--- src/include/sfch_pkg.sv ---
package sfch_pkg;
    // Sense response byte positions.
    localparam logic [7:0] IDX_CLASS      = 8'h00;
    localparam logic [7:0] IDX_KEY        = 8'h02;
    localparam logic [7:0] IDX_LBA_MSB    = 8'h03;
    localparam logic [7:0] IDX_LBA_B2     = 8'h04;
    localparam logic [7:0] IDX_LBA_B1     = 8'h05;
    localparam logic [7:0] IDX_LBA_LSB    = 8'h06;
    localparam logic [7:0] IDX_ADDL       = 8'h07;
    localparam logic [7:0] IDX_ERR        = 8'h08;
    localparam logic [7:0] IDX_CFG        = 8'h09;
    localparam logic [7:0] IDX_TIMER      = 8'h0a;
    localparam logic [7:0] IDX_TRK_MSB    = 8'h0b;
    localparam logic [7:0] IDX_TRK_LSB    = 8'h0c;
    localparam logic [7:0] IDX_SID_FIRST  = 8'h0d;
    localparam logic [7:0] IDX_SID_LAST   = 8'h52;
    localparam logic [7:0] IDX_LIST_FIRST = 8'h53;
    localparam logic [7:0] IDX_LIST_LAST  = 8'h62;
    // Requested lengths that widen the response.
    localparam logic [7:0] LEN_SID_MIN    = 8'h53;
    localparam logic [7:0] LEN_LIST_MIN   = 8'h63;
    // Additional sense length values.
    localparam logic [7:0] ADDL_CFG       = 8'h05;
    localparam logic [7:0] ADDL_SID       = 8'h4b;
    localparam logic [7:0] ADDL_LIST      = 8'h5b;
    localparam logic [7:0] HDR_CLASS_CODE = 8'h70;
    localparam int         ADDR_VALID_BIT = 7;
    localparam logic [7:0] FILLER         = 8'h00;
    // Sector ID codes.
    localparam logic [7:0] SID_FLAGGED    = 8'hf0;
    localparam logic [7:0] SID_READ_ERR   = 8'h80;
    localparam logic [7:0] SID_PES_ERR    = 8'h81;
    localparam logic [7:0] SID_SYNC_ERR   = 8'h82;
    localparam logic [7:0] SID_MARK_ERR   = 8'h83;
    localparam logic [2:0] ERR_NONE       = 3'h0;
    localparam logic [2:0] ERR_READ       = 3'h1;
    localparam logic [2:0] ERR_PES        = 3'h2;
    localparam logic [2:0] ERR_SYNC       = 3'h3;
    localparam logic [2:0] ERR_MARK       = 3'h4;
    localparam logic [6:0] SECTORS        = 7'h46;
    // Flagged track list.
    localparam logic [7:0]  UNASSIGNED    = 8'hf0;
    localparam logic [15:0] SPARE_FIRST   = 16'h0133;
    localparam int          SPARE_COUNT   = 4;
    // Format command byte 01 bits and parameter byte counts.
    localparam int         FMT_BIT_VAR    = 4;
    localparam int         FMT_BIT_EXT    = 2;
    localparam int         FMT_BIT_DEV    = 1;
    localparam logic [2:0] PLEN_STD       = 3'h0;
    localparam logic [2:0] PLEN_EXT       = 3'h4;
    localparam logic [2:0] PLEN_DEV       = 3'h6;
    localparam logic [7:0] IL_DEFAULT     = 8'h01;
    // Configuration byte bits.
    localparam int         CFG_BIT_CRC    = 7;
    localparam int         CFG_BIT_ECC    = 6;
    // Dwell timer.
    localparam logic [3:0] TMR_MIN        = 4'h2;
    localparam logic [3:0] TMR_MAX        = 4'hc;
    localparam logic [3:0] TMR_OFF        = 4'hf;
    localparam longint     CLK_HZ         = 50000000;
    localparam longint     DWELL_UNIT_MS  = 150000;
    localparam longint     DWELL_UNIT_CYC = DWELL_UNIT_MS * CLK_HZ / 1000;
    localparam logic [1:0] BUF_DEPTH      = 2'h2;

    function automatic logic il_ok(input logic [7:0] il,
                                   input logic       cart_large);
        il_ok = 1'b0;
        if (cart_large)
        begin
            il_ok = il inside {8'h01, 8'h02, 8'h04, 8'h11, 8'h22};
        end
        else
        begin
            il_ok = il inside {8'h01, 8'h02, 8'h04, 8'h08, 8'h10, 8'h20};
        end
    endfunction : il_ok
endpackage : sfch_pkg

--- src/core/sfch_core.sv ---
// Behaviour
// - 13 to 82 byte sense gives configuration data; bytes past 13 are filler.
// - For 13 to 82 byte requests, byte 07 reads 5.
// - 83 or more bytes adds 70 sector ID bytes for track in 11-12.
// - Sector IDs go out in sector order from sector 0.
// - A flagged sector reports F0 hex.
// - Unreadable ID gives 80 hex, or 81 hex with position error.
// - Lost sync gives 82 hex; missing sector mark gives 83 hex.
// - IDs sit at 13 to 82; for 84 to 98 bytes the rest is filler.
// - With sector IDs present, byte 07 reads 75.
// - Standard format accepts only the listed interleave factors per cartridge size; extended format takes any interleave.
// - Byte 10 low nibble holds the dwell count; valid 2 to 12 or 15.
// - After the dwell period without activity, drive drops to half speed.
// - 99 to 255 bytes adds flagged track list at 83 to 98.
// - Four entries: bad track MSB, LSB, then spare 307..310 MSB, LSB.
// - Unassigned spare shows F0 hex in both bad track bytes.
// - With the flagged track list, byte 07 reads 91.
// - Byte 01 bit 4 clear selects standard format, bits 0 to 3 ignored.
// - Bit 4 set and bit 2 clear selects extended format.
// - Bits 1, 2, 4 set select device format; others are illegal.
// - Standard format writes byte 04 interleave; zero means one.
// - Standard format takes no parameters, runs off-line with verify.
// - Records map to sectors spaced by interleave, skipped ones later.
// - Dwell count unit is 2.5 minutes; 15 disables the timer.
// - Config bit 7 clear enables post-write CRC; bit 6 clear enables ECC.
`timescale 1ns/10ps
module sfch_core #(
    parameter logic [35:0] DWELL_UNIT_CYCLES = 36'(sfch_pkg::DWELL_UNIT_CYC)
) (
    input  wire logic        CLK,
    input  wire logic        RST,
    input  wire logic        CE,
    input  wire logic        REQ_VALID,
    input  wire logic [7:0]  REQ_LEN,
    output logic             REQ_READY,
    input  wire logic        ADDR_VALID_FLAG,
    input  wire logic [3:0]  SENSE_KEY,
    input  wire logic [31:0] LBA,
    input  wire logic [7:0]  ERR_BYTE,
    input  wire logic [7:0]  CFG_BYTE,
    input  wire logic [3:0]  TIMER_COUNT,
    input  wire logic [15:0] TRACK_NUM,
    input  wire logic [63:0] BAD_TRACKS,
    input  wire logic [3:0]  SPARE_USED,
    output logic             SID_REQ,
    output logic [6:0]       SID_SECTOR,
    input  wire logic        SID_ACK,
    input  wire logic [7:0]  SID_ID,
    input  wire logic        SID_FLAGGED,
    input  wire logic [2:0]  SID_ERR,
    input  wire logic        POSITION_ERROR_SIGNAL,
    output logic             OUT_VALID,
    output logic [7:0]       OUT_DATA,
    output logic             OUT_LAST,
    input  wire logic        OUT_READY,
    input  wire logic        FMT_VALID,
    input  wire logic [7:0]  FMT_BYTE1,
    input  wire logic [7:0]  FMT_BYTE4,
    input  wire logic        CART_LARGE,
    output logic             FMT_STD,
    output logic             FMT_EXT,
    output logic             FMT_DEV,
    output logic             FMT_ILLEGAL,
    output logic [7:0]       FMT_INTERLEAVE,
    output logic [2:0]       FMT_PARAM_LEN,
    input  wire logic        MAP_START,
    input  wire logic        MAP_STEP,
    output logic [6:0]       MAP_SECTOR,
    input  wire logic        ACTIVITY,
    output logic             HALF_SPEED,
    output logic             CRC_CHECK_EN,
    output logic             ECC_EN
);
    typedef enum logic [2:0] {
        S_IDLE  = 3'b001,
        S_EMIT  = 3'b010,
        S_FETCH = 3'b100
    } sfch_state_e;

    sfch_state_e state_reg;
    logic [7:0]  len_reg;
    logic [7:0]  idx_reg;
    logic [7:0]  sid_reg;
    logic        sid_have_reg;
    logic [7:0]  map_byte;
    logic [7:0]  push_data;
    logic        in_sid;
    logic        push;
    logic        push_last;
    logic        in_ready;
    logic [7:0]  list_off;
    logic [15:0] spare_num;
    logic [15:0] bad_num;
    logic [7:0]  sid_code;

    assign REQ_READY = (state_reg == S_IDLE);
    assign in_sid = (len_reg >= sfch_pkg::LEN_SID_MIN)
                    && (idx_reg >= sfch_pkg::IDX_SID_FIRST)
                    && (idx_reg <= sfch_pkg::IDX_SID_LAST);
    assign push = (state_reg == S_EMIT) && in_ready
                  && !(in_sid && !sid_have_reg);
    assign push_last = (idx_reg == len_reg - 8'h01);
    assign push_data = in_sid ? sid_reg : map_byte;
    assign SID_REQ = (state_reg == S_FETCH);
    assign SID_SECTOR = 7'(idx_reg - sfch_pkg::IDX_SID_FIRST);

    assign list_off = idx_reg - sfch_pkg::IDX_LIST_FIRST;
    assign spare_num = sfch_pkg::SPARE_FIRST + 16'(list_off[3:2]);
    assign bad_num = BAD_TRACKS[list_off[3:2] * 16 +: 16];

    // Response byte for every position that is not a sector ID.
    always_comb
    begin
        map_byte = sfch_pkg::FILLER;
        unique case (idx_reg)
            sfch_pkg::IDX_CLASS:
            begin
                map_byte = sfch_pkg::HDR_CLASS_CODE;
                map_byte[sfch_pkg::ADDR_VALID_BIT] = ADDR_VALID_FLAG;
            end
            sfch_pkg::IDX_KEY:     map_byte = {4'h0, SENSE_KEY};
            sfch_pkg::IDX_LBA_MSB: map_byte = LBA[31:24];
            sfch_pkg::IDX_LBA_B2:  map_byte = LBA[23:16];
            sfch_pkg::IDX_LBA_B1:  map_byte = LBA[15:8];
            sfch_pkg::IDX_LBA_LSB: map_byte = LBA[7:0];
            sfch_pkg::IDX_ADDL:
            begin
                if (len_reg >= sfch_pkg::LEN_LIST_MIN)
                begin
                    map_byte = sfch_pkg::ADDL_LIST;
                end
                else if (len_reg >= sfch_pkg::LEN_SID_MIN)
                begin
                    map_byte = sfch_pkg::ADDL_SID;
                end
                else
                begin
                    map_byte = sfch_pkg::ADDL_CFG;
                end
            end
            sfch_pkg::IDX_ERR:     map_byte = ERR_BYTE;
            sfch_pkg::IDX_CFG:     map_byte = CFG_BYTE;
            sfch_pkg::IDX_TIMER:   map_byte = {4'h0, TIMER_COUNT};
            sfch_pkg::IDX_TRK_MSB: map_byte = TRACK_NUM[15:8];
            sfch_pkg::IDX_TRK_LSB: map_byte = TRACK_NUM[7:0];
            default:
            begin
                if ((len_reg >= sfch_pkg::LEN_LIST_MIN)
                    && (idx_reg >= sfch_pkg::IDX_LIST_FIRST)
                    && (idx_reg <= sfch_pkg::IDX_LIST_LAST))
                begin
                    unique case (list_off[1:0])
                        2'h0: map_byte = SPARE_USED[list_off[3:2]]
                                         ? bad_num[15:8]
                                         : sfch_pkg::UNASSIGNED;
                        2'h1: map_byte = SPARE_USED[list_off[3:2]]
                                         ? bad_num[7:0]
                                         : sfch_pkg::UNASSIGNED;
                        2'h2: map_byte = spare_num[15:8];
                        2'h3: map_byte = spare_num[7:0];
                    endcase
                end
            end
        endcase
    end

    // The flagged mark wins over any read error reported with it.
    always_comb
    begin
        sid_code = SID_ID;
        if (SID_FLAGGED)
        begin
            sid_code = sfch_pkg::SID_FLAGGED;
        end
        else if ((SID_ERR == sfch_pkg::ERR_READ) && POSITION_ERROR_SIGNAL)
        begin
            sid_code = sfch_pkg::SID_PES_ERR;
        end
        else if (SID_ERR == sfch_pkg::ERR_READ)
        begin
            sid_code = sfch_pkg::SID_READ_ERR;
        end
        else if (SID_ERR == sfch_pkg::ERR_PES)
        begin
            sid_code = sfch_pkg::SID_PES_ERR;
        end
        else if (SID_ERR == sfch_pkg::ERR_SYNC)
        begin
            sid_code = sfch_pkg::SID_SYNC_ERR;
        end
        else if (SID_ERR == sfch_pkg::ERR_MARK)
        begin
            sid_code = sfch_pkg::SID_MARK_ERR;
        end
    end

    always_ff @(posedge CLK or posedge RST)
    begin
        if (RST)
        begin
            state_reg    <= S_IDLE;
            len_reg      <= 8'h00;
            idx_reg      <= 8'h00;
            sid_reg      <= 8'h00;
            sid_have_reg <= 1'b0;
        end
        else if (CE)
        begin
            unique case (state_reg)
                S_IDLE:
                begin
                    if (REQ_VALID && (REQ_LEN != 8'h00))
                    begin
                        len_reg   <= REQ_LEN;
                        idx_reg   <= 8'h00;
                        state_reg <= S_EMIT;
                    end
                end
                S_EMIT:
                begin
                    if (in_sid && !sid_have_reg)
                    begin
                        state_reg <= S_FETCH;
                    end
                    else if (push)
                    begin
                        sid_have_reg <= 1'b0;
                        idx_reg      <= idx_reg + 8'h01;
                        if (push_last)
                        begin
                            state_reg <= S_IDLE;
                        end
                    end
                end
                S_FETCH:
                begin
                    if (SID_ACK)
                    begin
                        sid_reg      <= sid_code;
                        sid_have_reg <= 1'b1;
                        state_reg    <= S_EMIT;
                    end
                end
            endcase
        end
    end

    // Two entries let the stream run at full rate while the host can stall.
    logic [8:0] buf_mem [2];
    logic       wr_ptr_reg;
    logic       rd_ptr_reg;
    logic [1:0] cnt_reg;
    logic       pop;

    assign in_ready  = (cnt_reg != sfch_pkg::BUF_DEPTH);
    assign OUT_VALID = (cnt_reg != 2'h0);
    assign pop       = OUT_VALID && OUT_READY;
    assign OUT_DATA  = buf_mem[rd_ptr_reg][7:0];
    assign OUT_LAST  = buf_mem[rd_ptr_reg][8];

    always_ff @(posedge CLK or posedge RST)
    begin
        if (RST)
        begin
            buf_mem[0] <= 9'h000;
            buf_mem[1] <= 9'h000;
            wr_ptr_reg <= 1'b0;
            rd_ptr_reg <= 1'b0;
            cnt_reg    <= 2'h0;
        end
        else if (CE)
        begin
            if (push)
            begin
                buf_mem[wr_ptr_reg] <= {push_last, push_data};
                wr_ptr_reg <= ~wr_ptr_reg;
            end
            if (pop)
            begin
                rd_ptr_reg <= ~rd_ptr_reg;
            end
            cnt_reg <= cnt_reg + 2'(push) - 2'(pop);
        end
    end

    // Format variant decode.
    logic [7:0] fmt_il;
    logic       v_std;
    logic       v_ext;
    logic       v_dev;

    assign fmt_il = (FMT_BYTE4 == 8'h00) ? sfch_pkg::IL_DEFAULT
                                         : FMT_BYTE4;
    assign v_std = !FMT_BYTE1[sfch_pkg::FMT_BIT_VAR];
    assign v_ext = FMT_BYTE1[sfch_pkg::FMT_BIT_VAR]
                   && !FMT_BYTE1[sfch_pkg::FMT_BIT_EXT];
    assign v_dev = FMT_BYTE1[sfch_pkg::FMT_BIT_VAR]
                   && FMT_BYTE1[sfch_pkg::FMT_BIT_EXT]
                   && FMT_BYTE1[sfch_pkg::FMT_BIT_DEV];

    always_ff @(posedge CLK or posedge RST)
    begin
        if (RST)
        begin
            FMT_STD        <= 1'b0;
            FMT_EXT        <= 1'b0;
            FMT_DEV        <= 1'b0;
            FMT_ILLEGAL    <= 1'b0;
            FMT_INTERLEAVE <= sfch_pkg::IL_DEFAULT;
            FMT_PARAM_LEN  <= sfch_pkg::PLEN_STD;
        end
        else if (CE)
        begin
            FMT_STD     <= 1'b0;
            FMT_EXT     <= 1'b0;
            FMT_DEV     <= 1'b0;
            FMT_ILLEGAL <= 1'b0;
            if (FMT_VALID)
            begin
                if (v_std && sfch_pkg::il_ok(fmt_il, CART_LARGE))
                begin
                    FMT_STD        <= 1'b1;
                    FMT_INTERLEAVE <= fmt_il;
                    FMT_PARAM_LEN  <= sfch_pkg::PLEN_STD;
                end
                else if (v_ext)
                begin
                    FMT_EXT        <= 1'b1;
                    FMT_INTERLEAVE <= fmt_il;
                    FMT_PARAM_LEN  <= sfch_pkg::PLEN_EXT;
                end
                else if (v_dev)
                begin
                    FMT_DEV       <= 1'b1;
                    FMT_PARAM_LEN <= sfch_pkg::PLEN_DEV;
                end
                else
                begin
                    FMT_ILLEGAL <= 1'b1;
                end
            end
        end
    end

    // Interleaved sector walk; a wrap starts the next revolution one later.
    logic [6:0] map_base_reg;
    logic [8:0] map_sum;

    assign map_sum = {2'h0, MAP_SECTOR} + {1'b0, FMT_INTERLEAVE};

    always_ff @(posedge CLK or posedge RST)
    begin
        if (RST)
        begin
            MAP_SECTOR   <= 7'h00;
            map_base_reg <= 7'h00;
        end
        else if (CE)
        begin
            if (MAP_START)
            begin
                MAP_SECTOR   <= 7'h00;
                map_base_reg <= 7'h00;
            end
            else if (MAP_STEP)
            begin
                if (map_sum < {2'h0, sfch_pkg::SECTORS})
                begin
                    MAP_SECTOR <= map_sum[6:0];
                end
                else
                begin
                    MAP_SECTOR   <= map_base_reg + 7'h01;
                    map_base_reg <= map_base_reg + 7'h01;
                end
            end
        end
    end

    // Dwell timer; counts outside 2 to 12, 15 included, leave it off.
    logic [35:0] unit_cnt_reg;
    logic [3:0]  units_reg;
    logic        dwell_on;

    assign dwell_on = (TIMER_COUNT >= sfch_pkg::TMR_MIN)
                      && (TIMER_COUNT <= sfch_pkg::TMR_MAX);

    always_ff @(posedge CLK or posedge RST)
    begin
        if (RST)
        begin
            unit_cnt_reg <= 36'h0;
            units_reg    <= 4'h0;
            HALF_SPEED   <= 1'b0;
        end
        else if (CE)
        begin
            if (ACTIVITY || !dwell_on)
            begin
                unit_cnt_reg <= 36'h0;
                units_reg    <= 4'h0;
                HALF_SPEED   <= 1'b0;
            end
            else if (!HALF_SPEED)
            begin
                if (unit_cnt_reg == DWELL_UNIT_CYCLES - 36'h1)
                begin
                    unit_cnt_reg <= 36'h0;
                    units_reg    <= units_reg + 4'h1;
                    if (units_reg + 4'h1 == TIMER_COUNT)
                    begin
                        HALF_SPEED <= 1'b1;
                    end
                end
                else
                begin
                    unit_cnt_reg <= unit_cnt_reg + 36'h1;
                end
            end
        end
    end

    always_ff @(posedge CLK or posedge RST)
    begin
        if (RST)
        begin
            CRC_CHECK_EN <= 1'b1;
            ECC_EN       <= 1'b1;
        end
        else if (CE)
        begin
            CRC_CHECK_EN <= !CFG_BYTE[sfch_pkg::CFG_BIT_CRC];
            ECC_EN       <= !CFG_BYTE[sfch_pkg::CFG_BIT_ECC];
        end
    end

    a_addl_len: assert property (@(posedge CLK) disable iff (RST)
        push && idx_reg == 8'h07 && len_reg >= 8'h53 && len_reg < 8'h63
        |-> push_data == 8'h4b)
        else $error("Additional length wrong with sector IDs.");
    a_addl_list: assert property (@(posedge CLK) disable iff (RST)
        push && idx_reg == 8'h07 && len_reg >= 8'h63
        |-> push_data == 8'h5b)
        else $error("Additional length wrong with track list.");
    a_addl_cfg: assert property (@(posedge CLK) disable iff (RST)
        push && idx_reg == 8'h07 && len_reg < 8'h53
        |-> push_data == 8'h05)
        else $error("Additional length wrong for short request.");
    a_sid_flag: assert property (@(posedge CLK) disable iff (RST)
        CE && SID_REQ && SID_ACK && SID_FLAGGED |=> sid_reg == 8'hf0)
        else $error("Flagged sector not reported as F0.");
    a_sid_range: assert property (@(posedge CLK) disable iff (RST)
        SID_REQ |-> idx_reg >= 8'h0d && idx_reg <= 8'h52 && len_reg >= 8'h53)
        else $error("Sector ID fetched outside its positions.");
    a_spare_msb: assert property (@(posedge CLK) disable iff (RST)
        push && idx_reg == 8'h5d && len_reg >= 8'h63 |-> push_data == 8'h01)
        else $error("Spare track number byte wrong.");
    a_filler_tail: assert property (@(posedge CLK) disable iff (RST)
        push && idx_reg > 8'h62 |-> push_data == 8'h00)
        else $error("Bytes past the list are not filler.");
    a_buf_hold: assert property (@(posedge CLK) disable iff (RST)
        OUT_VALID && !OUT_READY |=> OUT_VALID && $stable(OUT_DATA))
        else $error("Stalled output word changed or vanished.");
    a_fmt_illegal: assert property (@(posedge CLK) disable iff (RST)
        CE && FMT_VALID && FMT_BYTE1[4] && FMT_BYTE1[2] && !FMT_BYTE1[1]
        |=> FMT_ILLEGAL && !FMT_DEV)
        else $error("Bad format variant not rejected.");
    a_fmt_zero_il: assert property (@(posedge CLK) disable iff (RST)
        CE && FMT_VALID && !FMT_BYTE1[4] && FMT_BYTE4 == 8'h00
        |=> FMT_STD && FMT_INTERLEAVE == 8'h01)
        else $error("Zero interleave not taken as one.");
    a_il_reject: assert property (@(posedge CLK) disable iff (RST)
        CE && FMT_VALID && !FMT_BYTE1[4] && FMT_BYTE4 == 8'h03
        |=> FMT_ILLEGAL && !FMT_STD)
        else $error("Unlisted interleave accepted.");
    a_map_step: assert property (@(posedge CLK) disable iff (RST)
        CE && MAP_STEP && !MAP_START && map_sum < 9'h046
        |=> {2'h0, MAP_SECTOR} == $past(map_sum))
        else $error("Interleave step not applied.");
    a_dwell_off: assert property (@(posedge CLK) disable iff (RST)
        CE && (TIMER_COUNT == 4'hf || ACTIVITY) |=> !HALF_SPEED)
        else $error("Half speed while disabled or active.");
endmodule : sfch_core

--- config.mk ---
export PLATFORM = sky130hd
export DESIGN_NAME = sfch_core
export DESIGN_NICKNAME = d
export VERILOG_FILES = /design/src/include/sfch_pkg.sv /design/src/core/sfch_core.sv
export SDC_FILE = /design/constraint.sdc
export NUM_CORES = 1
export LEC_CHECK = 0
export BUFFER_PORTS_ARGS = -buffer_cell sky130_fd_sc_hd__buf_4
export CAP_MARGIN = 20
export CORE_MARGIN = 2
export CORE_UTILIZATION = 54
export DETAILED_ROUTE_END_ITERATION = 6
export PLACE_DENSITY_LB_ADDON = 0.2
export SYNTH_ARGS = -nofsm -noshare
export SYNTH_HDL_FRONTEND = slang
export SYNTH_SLANG_ARGS = --single-unit
--- constraint.sdc ---
create_clock -name CLK -period 4.9 [get_ports CLK]
set_clock_uncertainty 0.15 [all_clocks]
set_input_delay 0.245 -clock CLK [delete_from_list [all_inputs] [get_ports CLK]]
set_output_delay 0.245 -clock CLK [all_outputs]
set_load 0.05 [all_outputs]
==> results.toml <==
[synth]
netlist_area_um2 = 8640
synth_edf_count = 0
ys_async_sr_fraction_pct = 100
syn-instance-count = 984
yosysSeqAreaShare_pct = 35.1
synth_ff_type = "dfrtp_1"
syn_area_per_cell_um2 = 8.78
yosys_warnings = 0
ys_seq_elements = 121
synth_nets = 1194
yosys.cell_types.count = 86

[timing]
tns_ns = 0
setup_violations = 0
hold_violations = 0
fin_ws_ns = 1.54
max_freq_mhz = 297
relSlewSlack_pct = 33.7
hold_ws_ns = 0.0110
worst_slew_pin_slew_ns = 0.994
min_period_ns = 3.36
finalMaxSlewViolations = 0
rsz0062_at_grt = "false"
final.period_utilization_pct = 68.6

[clock_tree]
h-tree-depth = 4
clkSinkCount = 121
numCtsBuffers = 17
cts_tree = "done"
clkLatencyLatePin_ns = 0.42
clkTransAtPathRegs_ns = 0.06
clockBufferDepth = 2
cts-root-buf = "clkbuf_16"

[floorplanning]
die_y_um = 130
rows = 46
coreArea_um2 = 15800
die_w_um = 130
initial_core_util_pct = 54.8
pin_count = 233
die_area_um2 = 17000

[detailed_routing]
drc_errors = 0
avgViaCountPerCell = 6.02
avgRoutedWirePerCell_um = 19.2
drt-pass1-iter-count = 5
wirelength_um = 27800
ant_nets = 0
dr_total_vias = 8706
first_iter_violations = 815

[final_layout]
fin_nets = 1425
largest_reg_flops = 36
final_common_cell = "buf_4"
post-route-util_pct = 72.0
drive_above_1_share_pct = 27.5
final_cells = 1446
mostFrequentLayoutCells = "238 x buf_4, 117 x dfrtp_1, 104 x nand2_1, 96 x nor2_1"
postLayoutCellArea_um2 = 11400
areaGrowthSynthToFinish_pct = 31.4

[power_and_ir_drop]
vdd_ir_drop_max_v = 0.000367
powerDensity_nw_per_um2 = 487
leakagePower_nw = 5.16
finalPower_mw = 5.52

[place]
dp_hpwl_um = 20000
port_buffers = 226
gp_congestion = 0.911
place_area_um2 = 10400
dp.cells = 1382
dp_slack_ns = 1.59

[global_route]
grt_pass1_vias = 8398
grt_antenna_before_repair = 1
grt_pass1_wl_um = 42700
grt_usage_pct = 32.5
overflow = 0
grt_max_degree = 74

[critical_path]
crit_required_ns = 5.06
start_kind = "flip-flop"
critPathMaxFanout = 17
arrival_ns = 3.52
crit_path_end_kind = "flip-flop"
worstSetupPathType = "flip-flop to flip-flop"

[worst_hold_path]
hp-class = "input port to flip-flop"

[job]
maxCapViolations = 0

[run_status]
status = "finished clean"
[cell type report]
cell class | count | area (um^2)
antenna | 2 | 5.00
clock buffer | 20 | 447
clock inverter | 12 | 150
fill | 1268 | 4420
inverter | 34 | 130
multi-input combinational | 773 | 5230
sequential | 121 | 3030
tap | 216 | 270
timing repair buffer | 268 | 2090
[final timing paths]
| kind | startpoint | to | slack, ns | depth (start not counted) |
|---|---|---|---|---|
| setup / recovery | idx_reg[0]$_DFFE_PP0P_ | buf_mem[11]$_DFFE_PP0P_ | 1.54 | 8 |
| hold / removal | SID_ID[4] | sid_reg[4]$_DFFE_PP0P_ | 0.01 | 3 |
| setup reg to reg | idx_reg[0]$_DFFE_PP0P_ | buf_mem[11]$_DFFE_PP0P_ | 1.54 | 8 |
| hold reg to reg | buf_mem[12]$_DFFE_PP0P_ | buf_mem[12]$_DFFE_PP0P_ | 0.33 | 2 |
| max in group asynchronous | RST | sid_reg[1]$_DFFE_PP0P_ | 2.97 | 4 |
| min in group asynchronous | RST | unit_cnt_reg[32]$_DFFE_PP0P_ | 0.44 | 3 |
[synthesized netlist by cell type, drive strengths merged (9+ instances only)]
cell	n	area, um^2
dfrtp	117	2930
nand2	105	402
nor2	96	360
nand3	61	310
o21ai	60	300
mux2	37	417
xor2	35	325
inv	33	124
a21oi	31	155
clkbuf	31	116
xnor2	31	272
buf	25	145
ha	20	250
nor3	19	95.1
nor2b	14	87.6
nor4	14	93.8
and2	13	83.8
mux2i	13	130
nand4	13	81.3
a22o	12	105
nand2b	12	75.1
a22oi	11	82.6
o31ai	9	67.6
[critical path, cell delays in order, from the launching register on]
cell and delay [ns]:
dfrtp_1 0.52, inv_1 0.16, ha_1 0.36, nand2b_1 0.20, a21o_1 0.18, a22o_1 0.25, a311oi_1 0.48, nand2b_1 0.51
mux2_2 0.42
[per-layer routing]
metal | part of all wire (%) | wire length (um) | vias to the layer above | global-route usage [%]
met4 | 5.6 | 1560 | 0 | 18.6
li1 | - | - | 4071 | -
met2 | 48 | 13400 | 374 | 55.1
met5 | 0 | 0 | - | 0
met3 | 7.0 | 1960 | 96 | 5.46
met1 | 39 | 10800 | 4165 | 39.4
[cells by family after synthesis]
| group | Yosys count | synth area share (%) |
|---|---|---|
| compound gates | 226 | 18.8 |
| simple gates | 402 | 23.3 |
| xor+xnor | 66 | 6.91 |
| buf+inv | 90 | 4.51 |
| fa+ha+maj | 21 | 3.13 |
| mux | 57 | 8.16 |
| other cells | 1 | 0.0434 |
| flops | 121 | 35.1 |
[power by group]
part           internal [mW]  leakage [nW]  switching (mW)
registers               1.15          1.61           0.175
logic                   1.12          3.27            1.79
clock network          0.810         0.286           0.471
total                   3.09          5.16            2.44
[repair_timing]
item | 4_1_cts | 5_1_grt
resized for setup | 0 | 0
hold buffers | 30 | 0
setup buffers | 0 | 0
hold endpoints to repair | 94 | 0
(Power assumes the default switching activity.)
